File: src/pkg/pmgr_pkg.sv
// Constants, register map and mode types for the idle/wake sequencer
// Behaviour
// Select 10 plus sleep enters primary idle
// Primary idle: CPU stopped, primary clocks peripherals
// Primary idle wake: primary clock, after ready delay
// Select 01 plus sleep enters secondary idle
// Secondary idle: primary off, flags swapped
// Secondary oscillator disabled: sleep ignored
// Secondary idle wake keeps secondary oscillator
// Select 00 enters internal idle, primary off
// Internal idle wake on RC; RC kept when needed
// Wake leaves idle bit and select unchanged
// Exit only by interrupt, reset or timeout
// Enabled interrupt flag starts exit
// Global enable chooses vector or in-line resume
// Every exit waits the ready delay
// Timeout wakes when halted, resets when running
// Sleep, clear or clock loss clears watchdog
// Reset exit forces internal RC
// Start-up timer skipped for primary idle, external
// Mismatch and reset-instruction flags cleared by event
// Timeout flag: 1 on clear/sleep, 0 on timeout
// Power-down flag: 1 on clear, 0 on sleep
// Power-on and brown-out flags cleared by event
// Idle bit chooses idle mode or full sleep
`default_nettype none
package pmgr_pkg;
    localparam logic [11:0] ADDR_CTRL = 12'h000;
    localparam logic [11:0] ADDR_RCAUSE = 12'h004;
    localparam logic [11:0] ADDR_STAT = 12'h008;
    localparam logic [11:0] ADDR_CMD = 12'h00C;
    localparam logic [11:0] ADDR_EVT = 12'h010;
    // Control register fields
    localparam int CTRL_IDLE = 0;
    localparam int CTRL_SEL = 1;
    localparam int CTRL_SECEN = 3;
    localparam int CTRL_WDTEN = 4;
    localparam int CTRL_FSCM = 5;
    localparam int CTRL_EXTCLK = 6;
    localparam int CTRL_REGEN = 7;
    // Reset cause register fields
    localparam int RC_PRIO = 7;
    localparam int RC_MISMATCH = 5;
    localparam int RC_RSTINSTR = 4;
    localparam int RC_TIMEOUT = 3;
    localparam int RC_PWRDN = 2;
    localparam int RC_POWERON = 1;
    localparam int RC_BROWNOUT = 0;
    localparam logic [7:0] RCAUSE_RST = 8'h3C;
    localparam logic [7:0] RCAUSE_WMASK = 8'hB3;
    // Command register bits (write one)
    localparam int CMD_SLEEP = 0;
    localparam int CMD_WATCHDOG_CLEAR_INSTR = 1;
    // Event register bits (write one, model of reset sources and clock loss)
    localparam int EV_POR = 0;
    localparam int EV_BOR = 1;
    localparam int EV_MISMATCH = 2;
    localparam int EV_RSTINSTR = 3;
    localparam int EV_CLKLOSS = 4;
    localparam logic [1:0] SEL_INT = 2'h0;
    localparam logic [1:0] SEL_SEC = 2'h1;
    localparam logic [1:0] SEL_PRI = 2'h2;
    localparam logic [1:0] SEL_RC = 2'h3;
    localparam int CLK_MHZ = 125;
    localparam int READY_DELAY_NS = 10000;
    localparam int READY_CYC = (READY_DELAY_NS * CLK_MHZ + 999) / 1000;
    localparam int OST_CYC = 1024;
    localparam int WDT_CYC = 4000;
    typedef enum logic [2:0] {
        MODE_RUN = 3'b000,
        MODE_SLEEP = 3'b001,
        MODE_PRIMARY_IDLE = 3'b010,
        MODE_SECONDARY_IDLE = 3'b011,
        MODE_INT_IDLE = 3'b100,
        MODE_OST = 3'b101,
        MODE_WAKE = 3'b110
    } mode_e;
    typedef enum logic [1:0] {
        SRC_PRI = 2'b00,
        SRC_SEC = 2'b01,
        SRC_RC = 2'b10
    } src_e;
endpackage
`default_nettype wire

File: src/rtl/pmgr_counter.sv
// Down counter with load and done flag, used for delays and watchdog
`default_nettype none
module pmgr_counter #(
    parameter int W = 16
) (
    input wire logic clk,
    input wire logic nrst,
    input wire logic load,
    input wire logic [W-1:0] value,
    input wire logic run,
    output logic done
);
    typedef struct packed {
        logic [W-1:0] cnt;
        logic done;
    } cnt_s;
    cnt_s st_r;
    cnt_s st_nxt;
    always_comb begin
        st_nxt = st_r;
        st_nxt.done = 1'b0;
        if (load) begin
            st_nxt.cnt = value;
        end else if (run && st_r.cnt != '0) begin
            st_nxt.cnt = st_r.cnt - 1'b1;
            if (st_r.cnt == {{(W-1){1'b0}}, 1'b1}) begin
                st_nxt.done = 1'b1;
            end
        end
    end
    always_ff @(posedge clk) begin
        if (!nrst) begin
            st_r <= '0;
        end else begin
            st_r <= st_nxt;
        end
    end
    assign done = st_r.done;
endmodule
`default_nettype wire

File: src/rtl/pmgr_top.sv
// Idle-mode entry, wake-up sequencing, watchdog and reset-cause flags
//
// Design decisions made here: the register offsets and the APB slave port.
`default_nettype none
module pmgr_top #(
    parameter int READY_CYCLES = pmgr_pkg::READY_CYC,
    parameter int OST_CYCLES = pmgr_pkg::OST_CYC,
    parameter int WDT_CYCLES = pmgr_pkg::WDT_CYC
) (
    // Clock and reset
    input wire logic CLK,
    input wire logic NRST,
    // APB slave
    input wire logic PSEL,
    input wire logic PENABLE,
    input wire logic PWRITE,
    input wire logic [11:0] PADDR,
    input wire logic [31:0] PWDATA,
    output logic [31:0] PRDATA,
    output logic PREADY,
    output logic PSLVERR,
    // Interrupt wake inputs
    input wire logic [7:0] INT_FLAGS,
    input wire logic [7:0] INT_ENABLES,
    input wire logic GLOBAL_INT_EN,
    // Clock and core status
    output logic CPU_CLK_EN,
    output logic PERIPH_CLK_EN,
    output logic [1:0] CLK_SOURCE,
    output logic PRIMARY_OSC_ON,
    output logic SECONDARY_OSC_ON,
    output logic INTERNAL_RC_ON,
    output logic PRIMARY_CLOCK_RUNNING_FLAG,
    output logic SECONDARY_OSC_CLOCKING_FLAG,
    output logic CPU_RESUME,
    output logic BRANCH_TO_VECTOR,
    output logic WATCHDOG_RESET
);
    typedef struct packed {
        pmgr_pkg::mode_e mode;
        pmgr_pkg::src_e src;
        logic [7:0] ctrl;
        logic prio;
        logic mismatch_n;
        logic rstinstr_n;
        logic timeout_n;
        logic pwrdn_n;
        logic poweron_n;
        logic brownout_n;
        logic wake_irq;
        logic pri_on;
        logic resume;
        logic branch;
        logic wdt_rst;
        logic [31:0] rdata;
    } state_s;

    state_s st_r;
    state_s st_nxt;
    logic wr_en;
    logic rd_en;
    logic known;
    logic sleep_cmd;
    logic watchdog_clear_instr_cmd;
    logic [4:0] ev;
    logic irq_wake;
    logic wdt_done;
    logic ready_done;
    logic ost_done;
    logic ready_load;
    logic ost_load;
    logic wdt_load;
    logic halted;

    assign wr_en = PSEL && PENABLE && PWRITE;
    assign rd_en = PSEL && !PENABLE && !PWRITE;
    // Mapped word offsets; any other address answers with an error
    assign known = (PADDR == pmgr_pkg::ADDR_CTRL) || (PADDR == pmgr_pkg::ADDR_RCAUSE)
        || (PADDR == pmgr_pkg::ADDR_STAT) || (PADDR == pmgr_pkg::ADDR_CMD)
        || (PADDR == pmgr_pkg::ADDR_EVT);
    assign sleep_cmd = wr_en && PADDR == pmgr_pkg::ADDR_CMD && PWDATA[pmgr_pkg::CMD_SLEEP];
    assign watchdog_clear_instr_cmd = wr_en && PADDR == pmgr_pkg::ADDR_CMD && PWDATA[pmgr_pkg::CMD_WATCHDOG_CLEAR_INSTR];
    assign ev = (wr_en && PADDR == pmgr_pkg::ADDR_EVT) ? PWDATA[4:0] : 5'h00;
    // Only enabled sources with their flag set start a wake
    assign irq_wake = |(INT_FLAGS & INT_ENABLES);
    assign halted = st_r.mode != pmgr_pkg::MODE_RUN && st_r.mode != pmgr_pkg::MODE_WAKE
        && st_r.mode != pmgr_pkg::MODE_OST;

    // Watchdog restarts on sleep, clear, clock loss with monitor, or expiry
    assign wdt_load = sleep_cmd || watchdog_clear_instr_cmd || wdt_done
        || (ev[pmgr_pkg::EV_CLKLOSS] && st_r.ctrl[pmgr_pkg::CTRL_FSCM]);

    pmgr_counter #(.W(16)) u_wdt (
        .clk(CLK),
        .nrst(NRST),
        .load(wdt_load),
        .value(16'(WDT_CYCLES)),
        .run(st_r.ctrl[pmgr_pkg::CTRL_WDTEN]),
        .done(wdt_done)
    );
    pmgr_counter #(.W(16)) u_ready (
        .clk(CLK),
        .nrst(NRST),
        .load(ready_load),
        .value(16'(READY_CYCLES)),
        .run(st_r.mode == pmgr_pkg::MODE_WAKE),
        .done(ready_done)
    );
    pmgr_counter #(.W(16)) u_ost (
        .clk(CLK),
        .nrst(NRST),
        .load(ost_load),
        .value(16'(OST_CYCLES)),
        .run(st_r.mode == pmgr_pkg::MODE_OST),
        .done(ost_done)
    );

    always_comb begin
        logic wake;
        logic rst_evt;
        logic needs_ost;
        wake = 1'b0;
        rst_evt = 1'b0;
        needs_ost = 1'b0;
        st_nxt = st_r;
        st_nxt.resume = 1'b0;
        st_nxt.wdt_rst = 1'b0;
        ready_load = 1'b0;
        ost_load = 1'b0;
        rst_evt = |ev[3:0];
        // Register writes
        // Only software writes move the control bits; wake paths leave them alone
        if (wr_en && PADDR == pmgr_pkg::ADDR_CTRL) begin
            st_nxt.ctrl = PWDATA[7:0];
        end
        if (wr_en && PADDR == pmgr_pkg::ADDR_RCAUSE) begin
            // Software may only write the flags back to one
            st_nxt.prio = PWDATA[pmgr_pkg::RC_PRIO];
            st_nxt.mismatch_n = st_r.mismatch_n | PWDATA[pmgr_pkg::RC_MISMATCH];
            st_nxt.rstinstr_n = st_r.rstinstr_n | PWDATA[pmgr_pkg::RC_RSTINSTR];
            st_nxt.poweron_n = st_r.poweron_n | PWDATA[pmgr_pkg::RC_POWERON];
            st_nxt.brownout_n = (st_r.brownout_n | PWDATA[pmgr_pkg::RC_BROWNOUT])
                && st_r.ctrl[pmgr_pkg::CTRL_REGEN];
        end
        if (!st_r.ctrl[pmgr_pkg::CTRL_REGEN]) begin
            st_nxt.brownout_n = 1'b0;
        end
        if (watchdog_clear_instr_cmd) begin
            st_nxt.timeout_n = 1'b1;
            st_nxt.pwrdn_n = 1'b1;
        end
        // Mode sequencing
        unique case (st_r.mode)
            pmgr_pkg::MODE_RUN: begin
                if (wdt_done) begin
                    st_nxt.wdt_rst = 1'b1;
                    st_nxt.timeout_n = 1'b0;
                    st_nxt.src = pmgr_pkg::SRC_RC;
                    st_nxt.pri_on = 1'b0;
                end else if (sleep_cmd) begin
                    if (!st_r.ctrl[pmgr_pkg::CTRL_IDLE]) begin
                        st_nxt.mode = pmgr_pkg::MODE_SLEEP;
                        st_nxt.pri_on = 1'b0;
                        st_nxt.timeout_n = 1'b1;
                        st_nxt.pwrdn_n = 1'b0;
                    end else begin
                        unique case (st_r.ctrl[pmgr_pkg::CTRL_SEL +: 2])
                            pmgr_pkg::SEL_PRI: begin
                                st_nxt.mode = pmgr_pkg::MODE_PRIMARY_IDLE;
                                st_nxt.src = pmgr_pkg::SRC_PRI;
                                st_nxt.pri_on = 1'b1;
                            end
                            pmgr_pkg::SEL_SEC: begin
                                if (st_r.ctrl[pmgr_pkg::CTRL_SECEN]) begin
                                    st_nxt.mode = pmgr_pkg::MODE_SECONDARY_IDLE;
                                    st_nxt.src = pmgr_pkg::SRC_SEC;
                                    st_nxt.pri_on = 1'b0;
                                end
                                // Otherwise sleep is ignored
                            end
                            default: begin
                                st_nxt.mode = pmgr_pkg::MODE_INT_IDLE;
                                st_nxt.src = pmgr_pkg::SRC_RC;
                                st_nxt.pri_on = 1'b0;
                            end
                        endcase
                        if (st_nxt.mode != pmgr_pkg::MODE_RUN) begin
                            st_nxt.timeout_n = 1'b1;
                            st_nxt.pwrdn_n = 1'b0;
                        end
                    end
                end
            end
            pmgr_pkg::MODE_SLEEP, pmgr_pkg::MODE_PRIMARY_IDLE, pmgr_pkg::MODE_SECONDARY_IDLE,
            pmgr_pkg::MODE_INT_IDLE: begin
                // Only interrupt, reset or timeout end a halted mode
                wake = irq_wake || wdt_done || rst_evt;
                if (wake) begin
                    st_nxt.wake_irq = irq_wake && !rst_evt;
                    st_nxt.branch = irq_wake && !rst_evt && GLOBAL_INT_EN;
                    if (wdt_done) begin
                        st_nxt.timeout_n = 1'b0;
                    end
                    if (rst_evt) begin
                        st_nxt.src = pmgr_pkg::SRC_RC;
                        st_nxt.pri_on = 1'b0;
                        st_nxt.mode = pmgr_pkg::MODE_WAKE;
                        ready_load = 1'b1;
                    end else if (st_r.mode == pmgr_pkg::MODE_SLEEP) begin
                        needs_ost = st_r.ctrl[pmgr_pkg::CTRL_SEL +: 2] == pmgr_pkg::SEL_PRI
                            && !st_r.ctrl[pmgr_pkg::CTRL_EXTCLK];
                        unique case (st_r.ctrl[pmgr_pkg::CTRL_SEL +: 2])
                            pmgr_pkg::SEL_PRI: begin
                                st_nxt.src = pmgr_pkg::SRC_PRI;
                            end
                            pmgr_pkg::SEL_SEC: begin
                                st_nxt.src = pmgr_pkg::SRC_SEC;
                            end
                            default: begin
                                st_nxt.src = pmgr_pkg::SRC_RC;
                            end
                        endcase
                        st_nxt.pri_on = st_r.ctrl[pmgr_pkg::CTRL_SEL +: 2] == pmgr_pkg::SEL_PRI;
                        st_nxt.mode = needs_ost ? pmgr_pkg::MODE_OST : pmgr_pkg::MODE_WAKE;
                        ost_load = needs_ost;
                        ready_load = !needs_ost;
                    end else begin
                        // Idle exits keep the idle clock; no start-up timer
                        st_nxt.mode = pmgr_pkg::MODE_WAKE;
                        ready_load = 1'b1;
                    end
                end
            end
            pmgr_pkg::MODE_OST: begin
                if (ost_done) begin
                    st_nxt.mode = pmgr_pkg::MODE_WAKE;
                    ready_load = 1'b1;
                end
            end
            pmgr_pkg::MODE_WAKE: begin
                if (ready_done || READY_CYCLES == 0) begin
                    st_nxt.mode = pmgr_pkg::MODE_RUN;
                    st_nxt.resume = 1'b1;
                end
            end
            default: begin
                // Unused mode code recovers to run
                st_nxt.mode = pmgr_pkg::MODE_RUN;
            end
        endcase
        // Reset-source events clear their flags; clear wins over software write
        if (ev[pmgr_pkg::EV_MISMATCH]) begin
            st_nxt.mismatch_n = 1'b0;
        end
        if (ev[pmgr_pkg::EV_RSTINSTR]) begin
            st_nxt.rstinstr_n = 1'b0;
        end
        if (ev[pmgr_pkg::EV_POR]) begin
            st_nxt.poweron_n = 1'b0;
            st_nxt.brownout_n = 1'b0;
            st_nxt.timeout_n = 1'b1;
            st_nxt.pwrdn_n = 1'b1;
        end
        if (ev[pmgr_pkg::EV_BOR]) begin
            st_nxt.brownout_n = 1'b0;
        end
        if (rst_evt && st_r.mode == pmgr_pkg::MODE_RUN) begin
            st_nxt.src = pmgr_pkg::SRC_RC;
            st_nxt.pri_on = 1'b0;
        end
        // Read data captured in the setup phase
        st_nxt.rdata = 32'h0000_0000;
        if (rd_en) begin
            if (PADDR == pmgr_pkg::ADDR_CTRL) begin
                st_nxt.rdata = {24'h000000, st_r.ctrl};
            end else if (PADDR == pmgr_pkg::ADDR_RCAUSE) begin
                st_nxt.rdata = {
                    24'h000000,
                    st_r.prio,
                    1'b0,
                    st_r.mismatch_n,
                    st_r.rstinstr_n,
                    st_r.timeout_n,
                    st_r.pwrdn_n,
                    st_r.poweron_n,
                    st_r.brownout_n
                };
            end else if (PADDR == pmgr_pkg::ADDR_STAT) begin
                st_nxt.rdata = {
                    24'h000000,
                    st_r.branch,
                    st_r.wake_irq,
                    st_r.src,
                    1'b0,
                    st_r.mode
                };
            end
        end else begin
            st_nxt.rdata = st_r.rdata;
        end
    end

    always_ff @(posedge CLK) begin
        if (!NRST) begin
            st_r <= '{
                mode: pmgr_pkg::MODE_RUN,
                src: pmgr_pkg::SRC_PRI,
                ctrl: 8'h04,
                prio: 1'b0,
                mismatch_n: 1'b1,
                rstinstr_n: 1'b1,
                timeout_n: 1'b1,
                pwrdn_n: 1'b1,
                poweron_n: 1'b0,
                brownout_n: 1'b0,
                wake_irq: 1'b0,
                pri_on: 1'b1,
                resume: 1'b0,
                branch: 1'b0,
                wdt_rst: 1'b0,
                rdata: 32'h0000_0000
            };
        end else begin
            st_r <= st_nxt;
        end
    end

    // No wait states: every access ends in its first access cycle
    assign PREADY = 1'b1;
    assign PSLVERR = PSEL && PENABLE && !known;
    assign PRDATA = st_r.rdata;
    // CPU halted in every idle and sleep mode; peripherals only in full sleep and the start-up timer wait
    assign CPU_CLK_EN = st_r.mode == pmgr_pkg::MODE_RUN;
    assign PERIPH_CLK_EN = st_r.mode != pmgr_pkg::MODE_SLEEP && st_r.mode != pmgr_pkg::MODE_OST;
    assign CLK_SOURCE = st_r.src;
    assign PRIMARY_OSC_ON = st_r.pri_on;
    assign SECONDARY_OSC_ON = st_r.ctrl[pmgr_pkg::CTRL_SECEN];
    // RC kept alive by watchdog or clock monitor
    assign INTERNAL_RC_ON = st_r.src == pmgr_pkg::SRC_RC || st_r.ctrl[pmgr_pkg::CTRL_WDTEN]
        || st_r.ctrl[pmgr_pkg::CTRL_FSCM];
    assign PRIMARY_CLOCK_RUNNING_FLAG = st_r.src == pmgr_pkg::SRC_PRI && st_r.pri_on
        && st_r.mode != pmgr_pkg::MODE_SLEEP && st_r.mode != pmgr_pkg::MODE_OST;
    assign SECONDARY_OSC_CLOCKING_FLAG = st_r.src == pmgr_pkg::SRC_SEC
        && st_r.mode != pmgr_pkg::MODE_SLEEP;
    assign CPU_RESUME = st_r.resume;
    assign BRANCH_TO_VECTOR = st_r.resume && st_r.branch;
    assign WATCHDOG_RESET = st_r.wdt_rst;
endmodule
`default_nettype wire

File: config.mk
export PLATFORM = sky130hd
export DESIGN_NAME = pmgr_top
export DESIGN_NICKNAME = d
export VERILOG_FILES = /design/src/pkg/pmgr_pkg.sv /design/src/rtl/pmgr_counter.sv /design/src/rtl/pmgr_top.sv
export SDC_FILE = /design/constraint.sdc
export NUM_CORES = 1
export LEC_CHECK = 0
export BUFFER_PORTS_ARGS = -buffer_cell sky130_fd_sc_hd__buf_2
export CAP_MARGIN = 20
export CORE_MARGIN = 3
export CORE_UTILIZATION = 55
export CTS_BUF_LIST = sky130_fd_sc_hd__clkbuf_16
export CTS_CLUSTER_SIZE = 14
export DETAILED_ROUTE_END_ITERATION = 8
export MAX_ROUTING_LAYER = met4
export PLACE_DENSITY_LB_ADDON = 0.15
export SKIP_CTS_REPAIR_TIMING = 1
export SYNTH_ARGS = -nofsm -noshare
export SYNTH_HDL_FRONTEND = slang
export SYNTH_HIERARCHICAL = 1
export SYNTH_SLANG_ARGS = --single-unit
File: constraint.sdc
create_clock -name CLK -period 3.75 [get_ports CLK]
set_input_delay 0.75 -clock CLK [delete_from_list [all_inputs] [get_ports CLK]]
set_output_delay 0.75 -clock CLK [all_outputs]
set_load 0.02 [all_outputs]
# Word level (Yosys, flattened, before mapping)
# Cells that the tools add are included.
# Widths: inputs -> output; s select.
[word_totals] in_bits=66 out_inout_bits=46 register_bits=108 elab_cells=218
[op_classes] muxes=69 addsub=3 reduce_logical=76 bitwise=10 n_eq_ne=34
[ops] cell="$eq 16x1->1 const B" n=3
[ops] cell="$reduce_bool 16->1" n=3
[ops] cell="$sub 16x1->16 const B" n=3
[ops] cell="$mux 5" n=8
[ops] cell="$mux 12" n=3
[ops] cell="$mux 1" n=28
[ops] cell="$logic_and 1x1->1" n=26
[ops] cell="$eq 12x4->1 const B" n=2
[ops] cell="$mux 8" n=3
[ops] cell="$mux 11" n=2
[ops] cell="$mux 2" n=11
[ops] cell="$mux 13" n=1
[ops] cell="$eq 12x3->1 const B" n=1
[ops] cell="$eq 12x5->1 const B" n=1
[ops] cell="$logic_not 12->1" n=1
[ops] cell="$mux 3" n=4
[ops] cell="$pmux 3 s4" n=1
[ops] cell="$reduce_and 6->1" n=2
[ops] cell="$reduce_bool 2->1" n=6
[ops] cell="$reduce_or 4->1" n=3
[ops] cell="$logic_or 1x1->1" n=11
[ops] cell="$pmux 5 s2" n=1
[ops] cell="$reduce_and 5->1" n=2
[ops] cell="$reduce_or 2->1" n=5
[ops] cell="other kinds (27)" n=61

# Longest topological paths before layout
[depth] depth_word=13 mapped_depth=10 mapped_depth_nobuf=10

# By module
# The synthesis kept the hierarchy.
[by_module_without_submodules] module="pmgr_counter" seq_area_each_um2=340.3 area_per_inst_um2=1034.7 n_inst=3 cells_per_inst=121
[by_module_without_submodules] module="pmgr_top" seq_area_each_um2=660.6 area_per_inst_um2=2339.7 n_inst=1 cells_per_inst=291

# Worst setup path before layout
# Ideal clock, no wire load.
[synth_path] path_kind="in2reg" startpoint="input port PWDATA[0]" endpoint="register u_ready/st_r[2] in the netlist's numbering" cell_stages=8 arrival_ns=2.881 required_time_ns=3.688 setup_ns=0.062 path_buffers=1 setup_slack_ns=0.806 cell_sequence="or4_4 > and3_4 > buf_6 > a211oi_1 > nor2_1 > a22o_1 > or4b_2 > nand3_1"
[synth_via] elab_chain_cells=6 elab_cells_between_ends=8 cone_classes="mux: 5; reduce/logical: 3"
[synth_rtl] item="start: declaration" line="pmgr_top.sv:18" text="input wire logic [31:0] PWDATA,"
[synth_rtl] item="$mux 5 *" line="pmgr_top.sv:83" text="assign ev = (wr_en && PADDR == pmgr_pkg::ADDR_EVT) ? PWDATA[4:0] : 5'h00;"
[synth_rtl] item="$reduce_or 4->1 *" line="pmgr_top.sv:130" text="rst_evt = |ev[3:0];"
[synth_rtl] item="$mux 1 / $logic_or 1x1->1 (equally long branches)" line="pmgr_top.sv:204, pmgr_top.sv:197"
[synth_rtl] item="$mux 1 *" line="pmgr_top.sv:198" text="if (wake) begin"
[synth_rtl] item="$pmux 1 s2 *" line="pmgr_top.sv:153" text="unique case (st_r.mode)"
[synth_rtl] item="net ready_load" line="pmgr_top.sv:70" text="logic ready_load;"
[synth_rtl] item="$mux 11 / $reduce_bool 2->1 (equally long branches)"
[synth_rtl] item="end signal: assignment" line="pmgr_counter.sv:35" text="st_r <= st_nxt;"
[synth_rtl] item="end: declaration" line="pmgr_counter.sv:17" text="cnt_s st_r;"
# Mark *: on every way through the listed nets, which the timed path passes. The rest lies on a longest branch.
# A chain may end at the register's enable or synchronous reset.

# Worst setup path after layout
[layout_path] startpoint="input port PADDR[3]" endpoint="register u_ost/st_r[2] in the netlist's numbering"
[layout_via] elab_chain_cells=8 elab_cells_between_ends=9 cone_classes="eq/ne: 1; mux: 4; reduce/logical: 4"
[layout_rtl] item="start: declaration" line="pmgr_top.sv:17" text="input wire logic [11:0] PADDR,"
[layout_rtl] item="$eq 12x5->1 *" line="pmgr_top.sv:83"
[layout_rtl] item="$logic_and 1x1->1 *" line="pmgr_top.sv:83"
[layout_rtl] item="$mux 5 *" line="pmgr_top.sv:83"
[layout_rtl] item="$reduce_or 4->1 *" line="pmgr_top.sv:130"
[layout_rtl] item="$mux 1 / $logic_or 1x1->1 (equally long branches)" line="pmgr_top.sv:204, pmgr_top.sv:197"
[layout_rtl] item="$mux 1 *" line="pmgr_top.sv:198"
[layout_rtl] item="$mux 1 *" line="pmgr_top.sv:153"
[layout_rtl] item="net ost_load" line="pmgr_top.sv:71" text="logic ost_load;"
[layout_rtl] item="$reduce_or 2->1 (no line) *"
[layout_rtl] item="end signal: assignment" line="pmgr_counter.sv:35"
[layout_rtl] item="end: declaration" line="pmgr_counter.sv:17"
# Marked as above.

==> flow_metrics.tcl <==
set metrics [dict create \
    gp_congestion 0.955 \
    io_pins 112 \
    holdPathStages 2 \
    status "complete, no violations" \
    final_net_count 818 \
    synth-warning-count 6 \
    grt_pass1_vias 4760 \
    routed_wl_um 13200 \
    drive_above_1_share_pct 17.7 \
    grt_use_met3_pct 4.35 \
    antenna_found_initial 0 \
    die_y_um 105 \
    synth.ff_latch_count 84 \
    dieArea_sq_um 11100 \
    peakVddDrop_mv 0.364 \
    synth_top_family_by_area "compound AO/OA/AOI/OAI gates" \
    synth-simple-area-share_pct 27.1 \
    worstHoldStart "st_r[51]$_SDFFE_PN0P_" \
    grtUsageMet2_pct 40.3 \
    reg2reg_from "st_r[56]$_SDFFE_PN0P_" \
    r2r-end "u_ready/st_r[6]$_SDFFE_PN0P_" \
    syn_area_per_cell_sq_um 8.32 \
    p_leak_nw 2.46 \
    drtIter0Drc 243 \
    synth.distinct_cells 64 \
    grt_pass1_wl_um 22200 \
    synth_edf_count 0 \
    cts.htree.levels 3 \
    cts_tree "done" \
    ctsRootBufferMaster "clkbuf_16" \
    cts_buffer_depth 2 \
    io_buffers 62 \
    grt_overflow 0 \
    cts_made_buffers 9 \
    timing.slew.headroom_pct 32.7 \
    setup_viol_count_final 0 \
    r2r_slack_ns 1.03 \
    worst_ep_arrival_time_ns 3.30 \
    vias_per_cell 5.99 \
    clock-sinks 84 \
    path_max_fanout 8 \
    dr.pass1.iters 5 \
    syn-cell-area_sq_um 5440 \
    finalHoldViolCount 0 \
    worstHoldEndpoint "st_r[37]$_SDFFE_PP0P_" \
    hpwlAfterDp_um 9470 \
    cp-end-kind "flop" \
    slowest_stage "or4b_2" \
    drc_errors 0 \
    tns_ns 0 \
    n_fill_cell 834 \
    grt_max_degree 40 \
    worst_clock_skew_ns 0.00740 \
    gr-usage-met1_pct 30.1 \
    path_cells "buf_2 > or4_4 > or2_1 > o21ai_0 > nor2_1 > or4b_2 > nand3_1" \
    fin_crit_sh_pct 80.5 \
    grtUsageTotal_pct 24.4 \
    required_ns 4.03 \
    power_mw 2.74 \
    async_flop_share_pct 0 \
    grt_setup_unrepaired "false" \
    antenna_cells 0 \
    synth-main-ff-cell "dfxtp_1" \
    synthDominantCellAreaShare_pct 30.9 \
    path_class "input pin to flop" \
    drv_cap 0 \
    path_clk_slew_ns 0.06 \
    synth_area_leader_cell "dfxtp_1" \
    ys_seq_area_share_pct 30.9 \
    syn_inst 654 \
    ant_nets 0 \
    crit_path_start_kind "input pin" \
    vias 5239 \
    ys_top_cells_by_area "dfxtp_1, o21ai_0, buf_4" \
    die_w_um 105 \
    clk_latency_ns 0.34 \
    max_freq_mhz 331 \
    hold_class "flop to flop" \
    worst_pin_slew_ns 1.00 \
    period_needed_ns 3.02 \
    row_count 35 \
    area_growth_pct 12.9 \
    finalMaxSlewViolations 0 \
    cpPeakStageDelay_ns 0.71 \
    start_util_pct 57.8 \
    powerDensity_nw_per_um2 445 \
    wl_per_cell_um 15.1 \
    fp.coreArea_sq_um 9420 \
    ff2ff_path_depth 5 \
    synth_xor_area_share_pct 0.483 \
    top_usage_layer "met2" \
    synth_adder_area_share_pct 2.53 \
    yosys-mux-area-fraction_pct 2.85 \
    synth_compound_area_share_pct 27.3 \
]
worst max-delay path: cells and delay by family:
kind                   cells  cell delay (ns)
and+or+nand+nor            5             1.95
AOI/OAI and AO/OA          1             0.46
buffers and inverters      1             0.13
state kept, by name, indices dropped and copies added, names as in the netlist, 2 cells and up:
register      count
st_r             19
u_ready/st_r     16
PRDATA            8
CLK_SOURCE        2
u_wdt/st_r       16
u_ost/st_r       16
synth_stat cells (10+ instances only):
cell type  count
or3_1         11
nand2_1       25
a22oi_1       13
buf_4         35
o21ai_0       68
nor2_1        20
nand2b_1      14
a31oi_1       40
o31ai_1       23
dfxtp_1       84
mux2i_1       14
inv_1         20
ha_1          11
and3_1        10
or4_1         24
or3_2         12
nor4_1        21
clkbuf_1      26
nor2b_1       14
nand3_1       14
nand4_1       10
a21oi_1       26
through the flow:
step | util (%) | hold WS, ns | worst slack (ns) | cell area [sq um] | std cells
floorplan | - | 0.427 | 0.806 | 5710 | 725
global placement | 62.3 | 0.455 | 0.431 | 5860 | 859
detailed placement | 62.3 | 0.469 | 0.476 | 5860 | 859
CTS | 65.3 | 0.481 | 0.765 | 6150 | 875
global route | 65.3 | 0.510 | 0.583 | 6150 | 875
finish | 65.3 | 0.484 | 0.730 | 6150 | 875
metal layers:
layer	vias to the layer above	part of all wire, %
met5	-	0
met1	2469	44
li1	2605	-
met3	22	4.9
met4	0	1.4
met2	143	49
layout make-up:
class,count,area [sq um],share of cell area [%]
clock buffers,9,225,3.66
clock inverters,7,58.8,0.957
inverters,20,75.1,1.22
multi-input cells,553,3550,57.8
flip-flops and latches,84,1680,27.4
well taps,129,161,2.63
repair buffers,73,393,6.39
placed cells by master (no fill, tap or decap), drive strengths merged, types with 9 or more instances in the layout:
| master | netlist | routed |
|---|---|---|
| a21oi | 26 | 26 |
| a22oi | 13 | 13 |
| a31oi | 40 | 40 |
| and3 | 11 | 11 |
| buf | 42 | 73 |
| clkbuf | 26 | 9 |
| conb | 2 | 73 |
| dfxtp | 84 | 84 |
| ha | 11 | 11 |
| inv | 20 | 21 |
| mux2i | 14 | 14 |
| nand2 | 25 | 25 |
| nand2b | 14 | 14 |
| nand3 | 14 | 14 |
| nand4 | 10 | 10 |
| nor2 | 21 | 21 |
| nor2b | 14 | 14 |
| nor3 | 9 | 9 |
| nor4 | 24 | 24 |
| o21ai | 68 | 68 |
| o31ai | 23 | 23 |
| or2 | 11 | 11 |
| or3 | 23 | 23 |
| or4 | 30 | 30 |
how the worst max path moves through the flow:
| stage | startpoint | end | slack, ns | cells after the start |
|---|---|---|---|---|
| 6_report | PADDR[3] | u_ost/st_r[2]$_SDFFE_PN0P_ | 0.73 | 7 |
| 5_1_grt | PADDR[3] | u_ost/st_r[14]$_SDFFE_PN0P_ | 0.58 | 9 |
| 4_1_cts | PADDR[3] | u_ost/st_r[2]$_SDFFE_PN0P_ | 0.77 | 7 |
| 3_5_place_dp | PADDR[3] | u_ost/st_r[2]$_SDFFE_PN0P_ | 0.48 | 7 |
| 3_3_place_gp | PADDR[3] | u_ost/st_r[2]$_SDFFE_PN0P_ | 0.43 | 7 |
| 2_1_floorplan | PWDATA[0] | u_ready/st_r[2]$_SDFFE_PN0P_ | 0.81 | 8 |
power by group:
group / internal [mW] / switching [mW] / leakage, nW
combinational: 0.291 / 0.532 / 1.64
clock: 0.506 / 0.350 / 0.141
sequential: 0.968 / 0.0881 / 0.679
total: 1.77 / 0.971 / 2.46
logic make-up after synthesis:
logic type,Yosys count
buffers and inverters,88
flip-flops,84
AO/OA/AOI/OAI,219
AND/OR/NAND/NOR,232
multiplexers,15
other,2
adder cells (fa/ha/maj),11
XOR/XNOR,3
(Power assumes the default switching activity.)
